**src/hw/sbd_consts.svh**
```systemverilog
// sbd_consts.svh - offsets, field positions, reset values and timing counts
// of the servo burst demodulator control block.
// assumes: included by bare name from the package; the design files use its macros.
`ifndef SBD_CONSTS_SVH
`define SBD_CONSTS_SVH

// ----------------------------------------------------------------------
// register map (word index, byte address is four times the index)
// ----------------------------------------------------------------------
`define SBD_MODE_IDX       4'hb
`define SBD_STAT_IDX       4'hc
`define SBD_MODE_RST       8'h00
`define SBD_MODE_MSB       7
`define SBD_MODE_LSB       5

// ----------------------------------------------------------------------
// status register fields
// ----------------------------------------------------------------------
`define SBD_ST_DET_LSB     0
`define SBD_ST_SEL_LSB     2
`define SBD_ST_SELV_BIT    4
`define SBD_ST_TACT_BIT    5
`define SBD_ST_TMODE_LSB   6
`define SBD_ST_TRACK_LSB   9

// ----------------------------------------------------------------------
// timing
// ----------------------------------------------------------------------
`define SBD_CLK_PERIOD_NS  50
`define SBD_OS_TIME_NS     500
`define SBD_OS_CYC         ((`SBD_OS_TIME_NS) / (`SBD_CLK_PERIOD_NS))
`define SBD_SYNC_DLY       2
`define SBD_CNT_STEP_SH    2

`endif

```
**src/hw/sbd_pkg.sv**
```systemverilog
// sbd_pkg.sv - types shared by the servo burst demodulator control files.
// assumes: sbd_consts.svh sits on the include path.
package sbd_pkg;
  `include "sbd_consts.svh"

  // burst capture sequencer states
  typedef enum logic [1:0] {
    BST_IDLE,
    BST_WAIT,
    BST_TRACK,
    BST_HOLD
  } sbd_burst_e;

  typedef logic [1:0] sbd_det_t;   // detector index a..d
  typedef logic [2:0] sbd_mode_t;  // capture or test mode word
endpackage

```
**src/hw/sbd_os_if.sv**
```systemverilog
// sbd_os_if.sv - trigger and pulse between the control core and the
// automatic reset one-shot.
// assumes: both ends run on the same clock.
`timescale 1ns/1ps
`default_nettype none
interface sbd_os_if;
  logic trig;   // level: servo gate high and standby asserted
  logic pulse;  // reset pulse out of the one-shot

  modport ctl (output trig, input pulse);
  modport os  (input trig, output pulse);
endinterface
`default_nettype wire

```
**src/hw/sbd_reset_oneshot.sv**
```systemverilog
// sbd_reset_oneshot.sv - automatic servo reset one-shot.
// assumes: trig is already synchronised to clk_i.
`timescale 1ns/1ps
`default_nettype none
module sbd_reset_oneshot
  import sbd_pkg::*;
#(
  parameter int OS_CYC = `SBD_OS_CYC
) (
  input  wire logic clk_i,    // 20 MHz clock
  input  wire logic rst_n_i,  // async reset, active low
  sbd_os_if.os      os        // trigger in, pulse out
);
  logic       trig_q;
  logic [7:0] cnt_q;
  logic       trig_rise;

  assign trig_rise = os.trig & ~trig_q;

  // pulse starts on the rising trigger and lasts OS_CYC cycles
  always_ff @(posedge clk_i or negedge rst_n_i) begin
    if (!rst_n_i) begin
      trig_q <= 1'b0;
      cnt_q  <= 8'h00;
    end else begin
      trig_q <= os.trig;
      if (trig_rise) begin
        cnt_q <= 8'(OS_CYC);
      end else if (cnt_q != 8'h00) begin
        cnt_q <= cnt_q - 8'h01;
      end
    end
  end

  assign os.pulse = (cnt_q != 8'h00);

  logic [7:0] run_q;

  // helper: length of the running pulse, saturating so retriggers are safe
  always_ff @(posedge clk_i or negedge rst_n_i) begin
    if (!rst_n_i) begin
      run_q <= 8'h00;
    end else begin
      run_q <= !os.pulse ? 8'h00 :
               (run_q == 8'hff) ? run_q : 8'(run_q + 8'h01);
    end
  end
endmodule // sbd_reset_oneshot
`default_nettype wire

```
**src/hw/sbd_top.sv**
```systemverilog
// sbd_top.sv - servo burst demodulator control, test mode entry and peak
// qualification output logic.
// assumes: all pin inputs are asynchronous to clk_i; the analog side
// delivers the zero-cross comparator and slope comparators as logic levels.
//
// Behaviour
// - mode 000: detector tracks from burst gate rise until its fall
// - nonzero mode: burst gate rise synchronised to the servo clock
// - servo clock ticks on each falling zero-cross comparator edge
// - 5-bit counter counts servo clocks; limit from mode bits 7:5
// - mode 000 async, modes 1..7 count four times the mode value
// - burst gate falling early puts the active detector into hold
// - successive bursts go to detectors a, b, c, d in turn
// - each detector select rising edge steps the output a, b, c, d
// - servo reset low clears control, detectors, output to reference
// - servo gate high with standby asserted fires a 500 ns reset
// - on test entry the mode pins are captured and decoded
// - test mode stays until servo reset is sampled low
// - test modes reroute pulse outputs; modes 4..7 float them
// - slope hit outputs follow the slope threshold comparators
// - qualified same-polarity rising peak gives data and erase pulse
// - synced burst gate rises two servo cycles after the burst gate
//
// The Wishbone interface to the registers was left to the implementer.
`timescale 1ns/1ps
`default_nettype none
module sbd_top
  import sbd_pkg::*;
(
  input  wire logic        clk_i,                  // 20 MHz clock
  input  wire logic        rst_n_i,                // async reset, low
  // wishbone classic slave
  input  wire logic        wb_cyc_i,               // bus cycle
  input  wire logic        wb_stb_i,               // strobe
  input  wire logic        wb_we_i,                // write enable
  input  wire logic [7:0]  wb_adr_i,               // byte address
  input  wire logic [3:0]  wb_sel_i,               // byte lanes
  input  wire logic [31:0] wb_dat_i,               // write data
  output logic      [31:0] wb_dat_o,               // read data
  output logic             wb_ack_o,               // acknowledge
  // controller pins
  input  wire logic        burst_gate_i,           // burst capture gate
  input  wire logic        detector_select_step_i, // output select step
  input  wire logic        servo_reset_n_i,        // servo reset, low
  input  wire logic        servo_gate_i,           // servo mode
  input  wire logic        standby_n_i,            // standby, low
  input  wire logic        gain_hold_n_i,          // gain hold, low
  input  wire logic        programmed_gain_mode_i, // gain mode
  input  wire logic [2:0]  mode_pins_i,            // test mode pins
  // analog side comparators
  input  wire logic        zero_cross_i,           // servo zero-cross
  input  wire logic        pos_slope_over_i,       // pos slope > thr
  input  wire logic        neg_slope_over_i,       // neg slope > thr
  input  wire logic        peak_strobe_i,          // peak found level
  input  wire logic        peak_pol_i,             // 1 = positive peak
  input  wire logic        peak_higher_i,          // amplitude rose
  input  wire logic [6:0]  test_obs_i,             // test observables
  // outputs
  output logic [3:0]       track_o,                // detector a..d track
  output logic             burst_gate_synced_o,    // synced burst gate
  output logic [1:0]       detector_sel_o,         // routed detector
  output logic             position_reset_o,       // output to reference
  output logic             pos_slope_hit_o,        // pos slope hit
  output logic             neg_slope_hit_o,        // neg slope hit
  output logic             qualified_pulse_p_o,    // data pulse, true
  output logic             qualified_pulse_n_o,    // data pulse, compl.
  output logic             erase_pulse_p_o,        // erase pulse, true
  output logic             erase_pulse_n_o,        // erase pulse, compl.
  output logic             pulse_drv_oe_o,         // pulse pins driven
  output logic             test_active_o,          // test mode on
  output logic [2:0]       test_mode_o             // captured test mode
);
  // ----------------------------------------------------------------------
  // pin synchronisers
  // ----------------------------------------------------------------------
  localparam int NP = 23;
  logic [NP-1:0] pin_raw;
  logic [NP-1:0] sync1_q;
  logic [NP-1:0] sync2_q;

  assign pin_raw = {test_obs_i, mode_pins_i, pos_slope_over_i,
                    neg_slope_over_i, peak_strobe_i, peak_pol_i,
                    peak_higher_i, zero_cross_i, gain_hold_n_i,
                    programmed_gain_mode_i, standby_n_i, servo_gate_i,
                    servo_reset_n_i, detector_select_step_i,
                    burst_gate_i};

  // two flops per pin; only the second stage is ever read
  always_ff @(posedge clk_i or negedge rst_n_i) begin
    if (!rst_n_i) begin
      sync1_q <= '0;
      sync2_q <= '0;
    end else begin
      sync1_q <= pin_raw;
      sync2_q <= sync1_q;
    end
  end

  wire       bg_s     = sync2_q[0];
  wire       step_s   = sync2_q[1];
  wire       srst_n_s = sync2_q[2];
  wire       servo_gate_s  = sync2_q[3];
  wire       stby_n_s = sync2_q[4];
  wire       pgm_s    = sync2_q[5];
  wire       hold_n_s = sync2_q[6];
  wire       zc_s     = sync2_q[7];
  wire       phigh_s  = sync2_q[8];
  wire       ppol_s   = sync2_q[9];
  wire       pstb_s   = sync2_q[10];
  wire       nover_s  = sync2_q[11];
  wire       pover_s  = sync2_q[12];
  wire [2:0] mpin_s   = sync2_q[15:13];
  wire [6:0] obs_s    = sync2_q[22:16];

  // ----------------------------------------------------------------------
  // edge detection and servo reset
  // ----------------------------------------------------------------------
  logic bg_q, step_q, zc_q, pstb_q;
  sbd_os_if os_bus ();

  // servo clock tick is a one-cycle enable on the falling zero crossing
  wire zc_tick   = zc_q & ~zc_s;
  wire bg_rise   = bg_s & ~bg_q;
  wire step_rise = step_s & ~step_q;
  wire pk_evt    = pstb_s & ~pstb_q;
  wire srst      = ~srst_n_s | os_bus.pulse;

  assign os_bus.trig = servo_gate_s & ~stby_n_s;

  sbd_reset_oneshot #(
    .OS_CYC (`SBD_OS_CYC)
  ) u_oneshot (
    .clk_i   (clk_i),
    .rst_n_i (rst_n_i),
    .os      (os_bus)
  );

  always_ff @(posedge clk_i or negedge rst_n_i) begin
    if (!rst_n_i) begin
      bg_q   <= 1'b0;
      step_q <= 1'b0;
      zc_q   <= 1'b0;
      pstb_q <= 1'b0;
    end else begin
      bg_q   <= bg_s;
      step_q <= step_s;
      zc_q   <= zc_s;
      pstb_q <= pstb_s;
    end
  end

  // ----------------------------------------------------------------------
  // register file
  // ----------------------------------------------------------------------
  logic [7:0] mode_reg_q;
  logic       ack_q;
  logic [31:0] rdat_q;
  wire        req      = wb_cyc_i & wb_stb_i & ~ack_q;
  wire [3:0]  idx      = wb_adr_i[5:2];
  wire        in_range = (wb_adr_i[7:6] == 2'b00);
  wire        hit_mode = in_range & (idx == `SBD_MODE_IDX);
  wire        hit_stat = in_range & (idx == `SBD_STAT_IDX);
  wire        mode_wr  = req & wb_we_i & hit_mode & wb_sel_i[0];
  wire sbd_mode_t cap_mode = mode_reg_q[`SBD_MODE_MSB:`SBD_MODE_LSB];
  logic [31:0] stat_word;
  logic [31:0] rd_mux;

  // unmapped addresses still answer, reading zero and ignoring writes
  assign rd_mux = hit_mode ? {24'h000000, mode_reg_q} :
                  hit_stat ? stat_word : 32'h00000000;

  // single-cycle answer; ack drops the cycle after it was given
  always_ff @(posedge clk_i or negedge rst_n_i) begin
    if (!rst_n_i) begin
      ack_q      <= 1'b0;
      rdat_q     <= 32'h00000000;
      mode_reg_q <= `SBD_MODE_RST;
    end else begin
      ack_q <= req;
      if (req) begin
        rdat_q <= rd_mux;
      end
      if (mode_wr) begin
        mode_reg_q <= wb_dat_i[7:0];
      end
    end
  end

  assign wb_ack_o = ack_q;
  assign wb_dat_o = rdat_q;

  // ----------------------------------------------------------------------
  // burst capture sequencer
  // ----------------------------------------------------------------------
  sbd_burst_e st_q, st_d;
  sbd_det_t   det_q, det_d;
  logic [1:0] dly_q, dly_d;
  logic [4:0] cnt_q, cnt_d;
  logic [3:0] track_q;
  logic       synced_q;
  wire        async_md = (cap_mode == 3'b000);
  wire [4:0]  cnt_lim  = {2'b00, cap_mode} << `SBD_CNT_STEP_SH;
  wire [4:0]  cnt_inc  = 5'(cnt_q + 5'h01);
  wire        lim_hit  = zc_tick & (cnt_inc == cnt_lim);

  // next state; early gate fall always wins over the cycle count
  always_comb begin
    st_d  = st_q;
    det_d = det_q;
    dly_d = dly_q;
    cnt_d = cnt_q;
    case (st_q)
      BST_IDLE: begin
        dly_d = 2'b00;
        cnt_d = 5'h00;
        if (bg_rise) begin
          st_d = async_md ? BST_TRACK : BST_WAIT;
        end
      end
      BST_WAIT: begin
        if (!bg_s) begin
          st_d  = BST_IDLE;
          det_d = sbd_det_t'(det_q + 2'b01);
        end else if (zc_tick) begin
          dly_d = 2'(dly_q + 2'b01);
          if (dly_q == 2'(`SBD_SYNC_DLY - 1)) begin
            st_d = BST_TRACK;
          end
        end
      end
      BST_TRACK: begin
        if (!bg_s) begin
          st_d  = BST_IDLE;
          det_d = sbd_det_t'(det_q + 2'b01);
          cnt_d = 5'h00;
        end else if (!async_md && lim_hit) begin
          st_d  = BST_HOLD;
          det_d = sbd_det_t'(det_q + 2'b01);
          cnt_d = 5'h00;
        end else if (!async_md && zc_tick) begin
          cnt_d = cnt_inc;
        end
      end
      BST_HOLD: begin
        if (!bg_s) begin
          st_d = BST_IDLE;
        end
      end
      default: begin
        st_d = BST_IDLE;
      end
    endcase
  end

  // sequencer registers; servo reset clears everything synchronously
  always_ff @(posedge clk_i or negedge rst_n_i) begin
    if (!rst_n_i) begin
      st_q     <= BST_IDLE;
      det_q    <= 2'b00;
      dly_q    <= 2'b00;
      cnt_q    <= 5'h00;
      synced_q <= 1'b0;
    end else if (srst) begin
      st_q     <= BST_IDLE;
      det_q    <= 2'b00;
      dly_q    <= 2'b00;
      cnt_q    <= 5'h00;
      synced_q <= 1'b0;
    end else begin
      st_q     <= st_d;
      det_q    <= det_d;
      dly_q    <= dly_d;
      cnt_q    <= cnt_d;
      synced_q <= (st_d == BST_TRACK) & ~async_md;
    end
  end

  // one track enable per detector, only the active one may track
  for (genvar g = 0; g < 4; g++) begin : g_track
    always_ff @(posedge clk_i or negedge rst_n_i) begin
      if (!rst_n_i) begin
        track_q[g] <= 1'b0;
      end else begin
        track_q[g] <= ~srst & (st_d == BST_TRACK) &
                      (det_q == sbd_det_t'(g));
      end
    end
  end

  assign track_o             = track_q;
  assign burst_gate_synced_o = synced_q;

  // ----------------------------------------------------------------------
  // detector output select
  // ----------------------------------------------------------------------
  logic [1:0] sel_q;
  logic       sel_v_q;
  logic       pos_rst_q;

  // first step after reset picks a, later steps walk and wrap
  always_ff @(posedge clk_i or negedge rst_n_i) begin
    if (!rst_n_i) begin
      sel_q     <= 2'b00;
      sel_v_q   <= 1'b0;
      pos_rst_q <= 1'b1;
    end else begin
      pos_rst_q <= srst;
      if (srst) begin
        sel_q   <= 2'b00;
        sel_v_q <= 1'b0;
      end else if (step_rise) begin
        sel_v_q <= 1'b1;
        sel_q   <= sel_v_q ? 2'(sel_q + 2'b01) : 2'b00;
      end
    end
  end

  assign detector_sel_o   = sel_q;
  assign position_reset_o = pos_rst_q;

  // ----------------------------------------------------------------------
  // peak qualification and slope hits
  // ----------------------------------------------------------------------
  logic last_v_q, last_pol_q, qual_q, pos_hit_q, neg_hit_q;
  wire  qual_d = pk_evt & last_v_q & (ppol_s == last_pol_q) & phigh_s;

  always_ff @(posedge clk_i or negedge rst_n_i) begin
    if (!rst_n_i) begin
      last_v_q   <= 1'b0;
      last_pol_q <= 1'b0;
      qual_q     <= 1'b0;
      pos_hit_q  <= 1'b0;
      neg_hit_q  <= 1'b0;
    end else begin
      pos_hit_q <= pover_s;
      neg_hit_q <= nover_s;
      qual_q    <= qual_d;
      if (pk_evt) begin
        last_v_q   <= 1'b1;
        last_pol_q <= ppol_s;
      end
    end
  end

  assign pos_slope_hit_o = pos_hit_q;
  assign neg_slope_hit_o = neg_hit_q;

  // ----------------------------------------------------------------------
  // test mode entry, exit and output routing
  // ----------------------------------------------------------------------
  logic       tact_q;
  logic [2:0] tmode_q;
  logic [3:0] pin_q;
  logic       oe_q;
  logic [3:0] pin_d;
  wire        t_entry = ~hold_n_s & pgm_s & srst_n_s;

  // test routing order per mode: {erase n, erase p, data n, data p}
  assign pin_d = !tact_q ? {~qual_q, qual_q, ~qual_q, qual_q} :
                 (tmode_q == 3'd0) ? obs_s[3:0] :
                 (tmode_q == 3'd1) ? {obs_s[4], last_v_q,
                                      neg_hit_q, pos_hit_q} :
                 (tmode_q == 3'd2) ? {obs_s[6], obs_s[5], bg_s, step_s} :
                 (tmode_q == 3'd3) ? {os_bus.pulse, ~synced_q,
                                      synced_q, zc_s} : 4'h0;

  always_ff @(posedge clk_i or negedge rst_n_i) begin
    if (!rst_n_i) begin
      tact_q  <= 1'b0;
      tmode_q <= 3'b000;
      pin_q   <= 4'h0;
      oe_q    <= 1'b1;
    end else begin
      if (!srst_n_s) begin
        tact_q <= 1'b0;
      end else if (t_entry && !tact_q) begin
        tact_q  <= 1'b1;
        tmode_q <= mpin_s;
      end
      pin_q <= pin_d;
      oe_q  <= ~(tact_q & tmode_q[2]);
    end
  end

  assign qualified_pulse_p_o = pin_q[0];
  assign qualified_pulse_n_o = pin_q[1];
  assign erase_pulse_p_o     = pin_q[2];
  assign erase_pulse_n_o     = pin_q[3];
  assign pulse_drv_oe_o      = oe_q;
  assign test_active_o       = tact_q;
  assign test_mode_o         = tmode_q;

  assign stat_word = {19'h00000, track_q, tmode_q, tact_q, sel_v_q,
                      sel_q, det_q};
endmodule // sbd_top
`default_nettype wire

```
**config.mk**
```make
export PLATFORM = sky130hd
export DESIGN_NAME = sbd_top
export DESIGN_NICKNAME = d
export VERILOG_FILES = /design/src/hw/sbd_pkg.sv /design/src/hw/sbd_os_if.sv /design/src/hw/sbd_reset_oneshot.sv /design/src/hw/sbd_top.sv
export VERILOG_INCLUDE_DIRS = /design/src /design/src/hw
export SDC_FILE = /design/constraint.sdc
export NUM_CORES = 1
export LEC_CHECK = 0
export BUFFER_PORTS_ARGS = -buffer_cell sky130_fd_sc_hd__buf_2
export CORE_ASPECT_RATIO = 0.9
export CORE_MARGIN = 5
export CORE_UTILIZATION = 35
export CTS_CLUSTER_DIAMETER = 150
export DETAILED_ROUTE_END_ITERATION = 7
export PLACE_DENSITY_LB_ADDON = 0.15
export SYNTH_ARGS = -nofsm -noshare
export SYNTH_HDL_FRONTEND = slang
export SYNTH_SLANG_ARGS = --single-unit
```
**constraint.sdc**
```tcl
create_clock -name clk_i -period 1.9 [get_ports clk_i]
set_clock_uncertainty 0.1 [all_clocks]
set_input_delay 0.38 -clock clk_i [delete_from_list [all_inputs] [get_ports clk_i]]
set_output_delay 0.38 -clock clk_i [all_outputs]
set_load 0.1 [all_outputs]
```
==> impl_metrics.py <==
metrics = {
    "run_status": {
        "status": "finished clean",
    },
    "global_route": {
        "first_pass_grt_wire_length_um": 16270,
        "grt.total_usage_pct": 13.58,
        "grt_max_degree": 41,
        "antenna_found_initial": 0,
        "total_gr_overflow": 0,
        "vias_in_the_first_global_route": 3254,
    },
    "layout": {
        "postLayoutCellArea_mm2": 0.006285,
        "areaGrowthSynthToFinish_pct": 38.30,
        "post_route_cells_drive_above_1_share_pct": 35.29,
        "num-nets-final": 595,
        "antenna_cells_inserted": 0,
        "fin_util_pct": 49.54,
    },
    "pwr": {
        "net-switching-power_w": 0.002073,
        "power_density_mw_per_mm2": 1190,
        "netSwitchingFraction_pct": 27.71,
        "seq_power_share_pct": 37.2,
        "power.static_leakage_nw": 2.956,
        "internal_power_of_the_cells_w": 0.005408,
        "post-layout-total-power_w": 0.007481,
        "power_frac_clock_pct": 45.4,
        "ir_worst_vdd_mv": 0.7243,
        "power.share.combinational_pct": 17.4,
    },
    "place": {
        "place_hpwl_um": 6701,
        "dpl_cell_area_mm2": 0.005303,
        "numPortBuffers": 75,
        "placement.setup.worst_slack_ns": -0.1218,
        "finalWeightedCongestion": 0.7533,
    },
    "floorplanning": {
        "initial_utilization_pct": 35.82,
        "fp.coreArea_mm2": 0.01269,
        "rows": 39,
        "die_y_um": 118.1,
        "die_w_um": 130.1,
        "die_area_mm2": 0.01537,
        "floorplan.io_pins": 124,
    },
    "synthesis": {
        "synth.area.top_cells": "sky130_fd_sc_hd__dfrtp_1, sky130_fd_sc_hd__nand2_1, sky130_fd_sc_hd__buf_4",
        "synth.cell_area_mm2": 0.004544,
        "synth_largest_type_area_fraction_pct": 62.22,
        "count_of_distinct_cell_types_in_the_synthesized_netlist": 57,
        "synth.most_common_cell": "sky130_fd_sc_hd__dfrtp_1",
        "synth_async_sr_flop_share_pct": 100.0,
        "ys_ff_latch": 115,
        "yosysSeqAreaShare_pct": 63.38,
        "syn-instance-count": 373,
        "synth.yosys.warnings": 0,
        "synth-main-ff-cell": "sky130_fd_sc_hd__dfrtp_1",
        "avg_synthesized_cell_area_um2": 12.18,
        "synthDominantAreaCellType": "sky130_fd_sc_hd__dfrtp_1",
        "synth_edf_count": 0,
        "synth.top_cells.by_count": "sky130_fd_sc_hd__dfrtp_1, sky130_fd_sc_hd__nand2_1, sky130_fd_sc_hd__buf_4",
    },
    "clocking": {
        "root_buffer": "sky130_fd_sc_hd__clkbuf_16",
        "cts.sinks": 115,
        "htree_levels": 4,
        "cts.clk_slew.worst_paths_ns": 0.05,
        "cts_buffer_depth": 2,
        "tritoncts.num_buffers": 17,
        "cts_tree": "built",
        "insertion_delay_ns": 0.41,
    },
    "route": {
        "drt_first_iter_violations": 85,
        "vias": 3165,
        "first_pass_iters": 4,
        "ant_nets": 0,
        "routed_wl_um": 9640,
        "routed_wire_length_per_instance_um": 13.95,
        "detail_route.vias_per_cell": 4.580,
        "final_routed_drc_violation_total": 0,
    },
    "timing": {
        "slew_violations": 0,
        "rsz0062_at_grt": "yes",
        "timing.slew.headroom_pct": 61.06,
        "finalHoldViolations": 0,
        "final_period_minus_worst_setup_slack_ns": 1.883,
        "worst_pin_slew_ns": 0.5829,
        "final_worst_slack_ns": 0.01699,
        "final_min_period_over_clock_period_pct": 99.11,
        "clock.fmax_mhz": 531.1,
        "finalSetupViolCount": 0,
    },
    "job": {
        "maxCapViolCount": 0,
    },
    "critical_path": {
        "crit_required_ns": 2.15,
        "critPathArrivalTime_ns": 2.13,
        "startpoint_type": "register",
        "critical_path.max_fanout": 5,
        "worst_case_register_to_register_setup_slack_ns": 0.02,
        "type_of_the_setup_path_with_the_least_slack": "reg2reg",
        "end_kind": "register",
    },
    "min_path": {
        "hp-class": "in2reg",
    },
}
==> power by group through the flow <==
| stage | clock network [W] | logic (W) | registers (W) |
|---|---|---|---|
| 2_1_floorplan | 0 | 0.000623 | 0.00303 |
| 3_3_place_gp | 0 | 0.00118 | 0.00281 |
| 3_5_place_dp | 0 | 0.00119 | 0.00282 |
| 4_1_cts | 0.00348 | 0.00125 | 0.00278 |
| 5_1_grt | 0.00359 | 0.00141 | 0.00280 |
| 6_report | 0.00340 | 0.00130 | 0.00278 |
==> state kept, by name (all words and copies together) (netlist names), 2 cells and up <==
name / count
sync1_q: 23
sync2_q: 23
wb_dat_o: 13
mode_reg_q: 8
u_oneshot.cnt_q: 8
cnt_q: 5
pin_q: 4
track_o: 4
test_mode_o: 3
det_q: 2
detector_sel_o: 2
dly_q: 2
st_q: 2
==> metal layers <==
metal	track usage, %	part of all wire (%)
met4	4.286	0.78
met3	5.672	8.1
met2	20.32	46
met1	17.91	45
met5	0	0
==> per-stage QoR <==
step	hold WS, ns	cells	setup TNS (ns)
floorplan	-0.01559	391	0
detailed placement	0.1611	632	-0.5585
CTS	0.08961	690	0
finish	0.1086	691	0
global route	0.09423	691	-0.4942
global placement	0.1598	632	-0.4288
==> timing repair <==
| item | in CTS | in global routing |
|---|---|---|
| endpoints found under the setup margin | 6 | 15 |
| hold buffers | 24 | 0 |
| endpoints found under the hold margin | 33 | 0 |
| gates resized for setup | 7 | 11 |
| pin swaps | 4 | 2 |
| buffers inserted | 3 | 1 |
==> final timing paths <==
check / from / endpoint / depth (start not counted)
setup / recovery: u_oneshot.cnt_q[5] / track_o[3] / 6
hold / removal: wb_dat_i[7] / mode_reg_q[7] / 2
setup reg to reg: u_oneshot.cnt_q[5] / track_o[3] / 6
hold reg to reg: sync1_q[15] / sync2_q[15] / 0
max in group asynchronous: rst_n_i / pulse_drv_oe_o / 3
min in group asynchronous: rst_n_i / cnt_q[1] / 2
==> layout make-up <==
cell class	instances	area (um^2)
sequential	115	2890
timing repair buffer	134	908.4
tap	164	205.2
fill	1120	6402
clock inverter	11	173.9
inverter	15	61.31
multi-input combinational	232	1579
clock buffer	20	466.7
==> worst max-delay path: stages (launching register included) <==
cell and delay (ns):
sky130_fd_sc_hd__dfrtp_1 0.40, sky130_fd_sc_hd__nor4_4 0.38, sky130_fd_sc_hd__and3_4 0.28, sky130_fd_sc_hd__inv_6 0.05
sky130_fd_sc_hd__a211oi_4 0.16, sky130_fd_sc_hd__o2111a_2 0.29, sky130_fd_sc_hd__and2_4 0.15
==> cells by family after synthesis <==
logic type      share of synthesized area (%)
mux                                     3.910
other cells                           0.08252
flops                                   63.38
xor+xnor                                1.349
buf+inv                                 5.314
compound gates                          9.885
simple gates                            13.88
fa+ha+maj                               2.203
==> layout by cell type, fill, tap and decap left out, drive strengths merged, types with 4 or more instances in the layout <==
cell type,netlist,final
nand3,11,11
nand2,44,44
conb,1,19
nor3,8,8
or3,4,4
buf,21,109
dfrtp,113,113
ha,8,8
and2,7,7
nand2b,4,4
o21a,4,4
xnor2,5,5
inv,15,17
o21ai,18,18
nor2,14,14
nand3b,4,4
bufinv,0,4
a21oi,12,12
and3,5,5
a31oi,4,4
mux2,12,12
nor2b,6,6
a22oi,11,11
dlygate4sd3,0,24
clkbuf,8,21
Note: power is estimated with default switching activity, not from simulation.
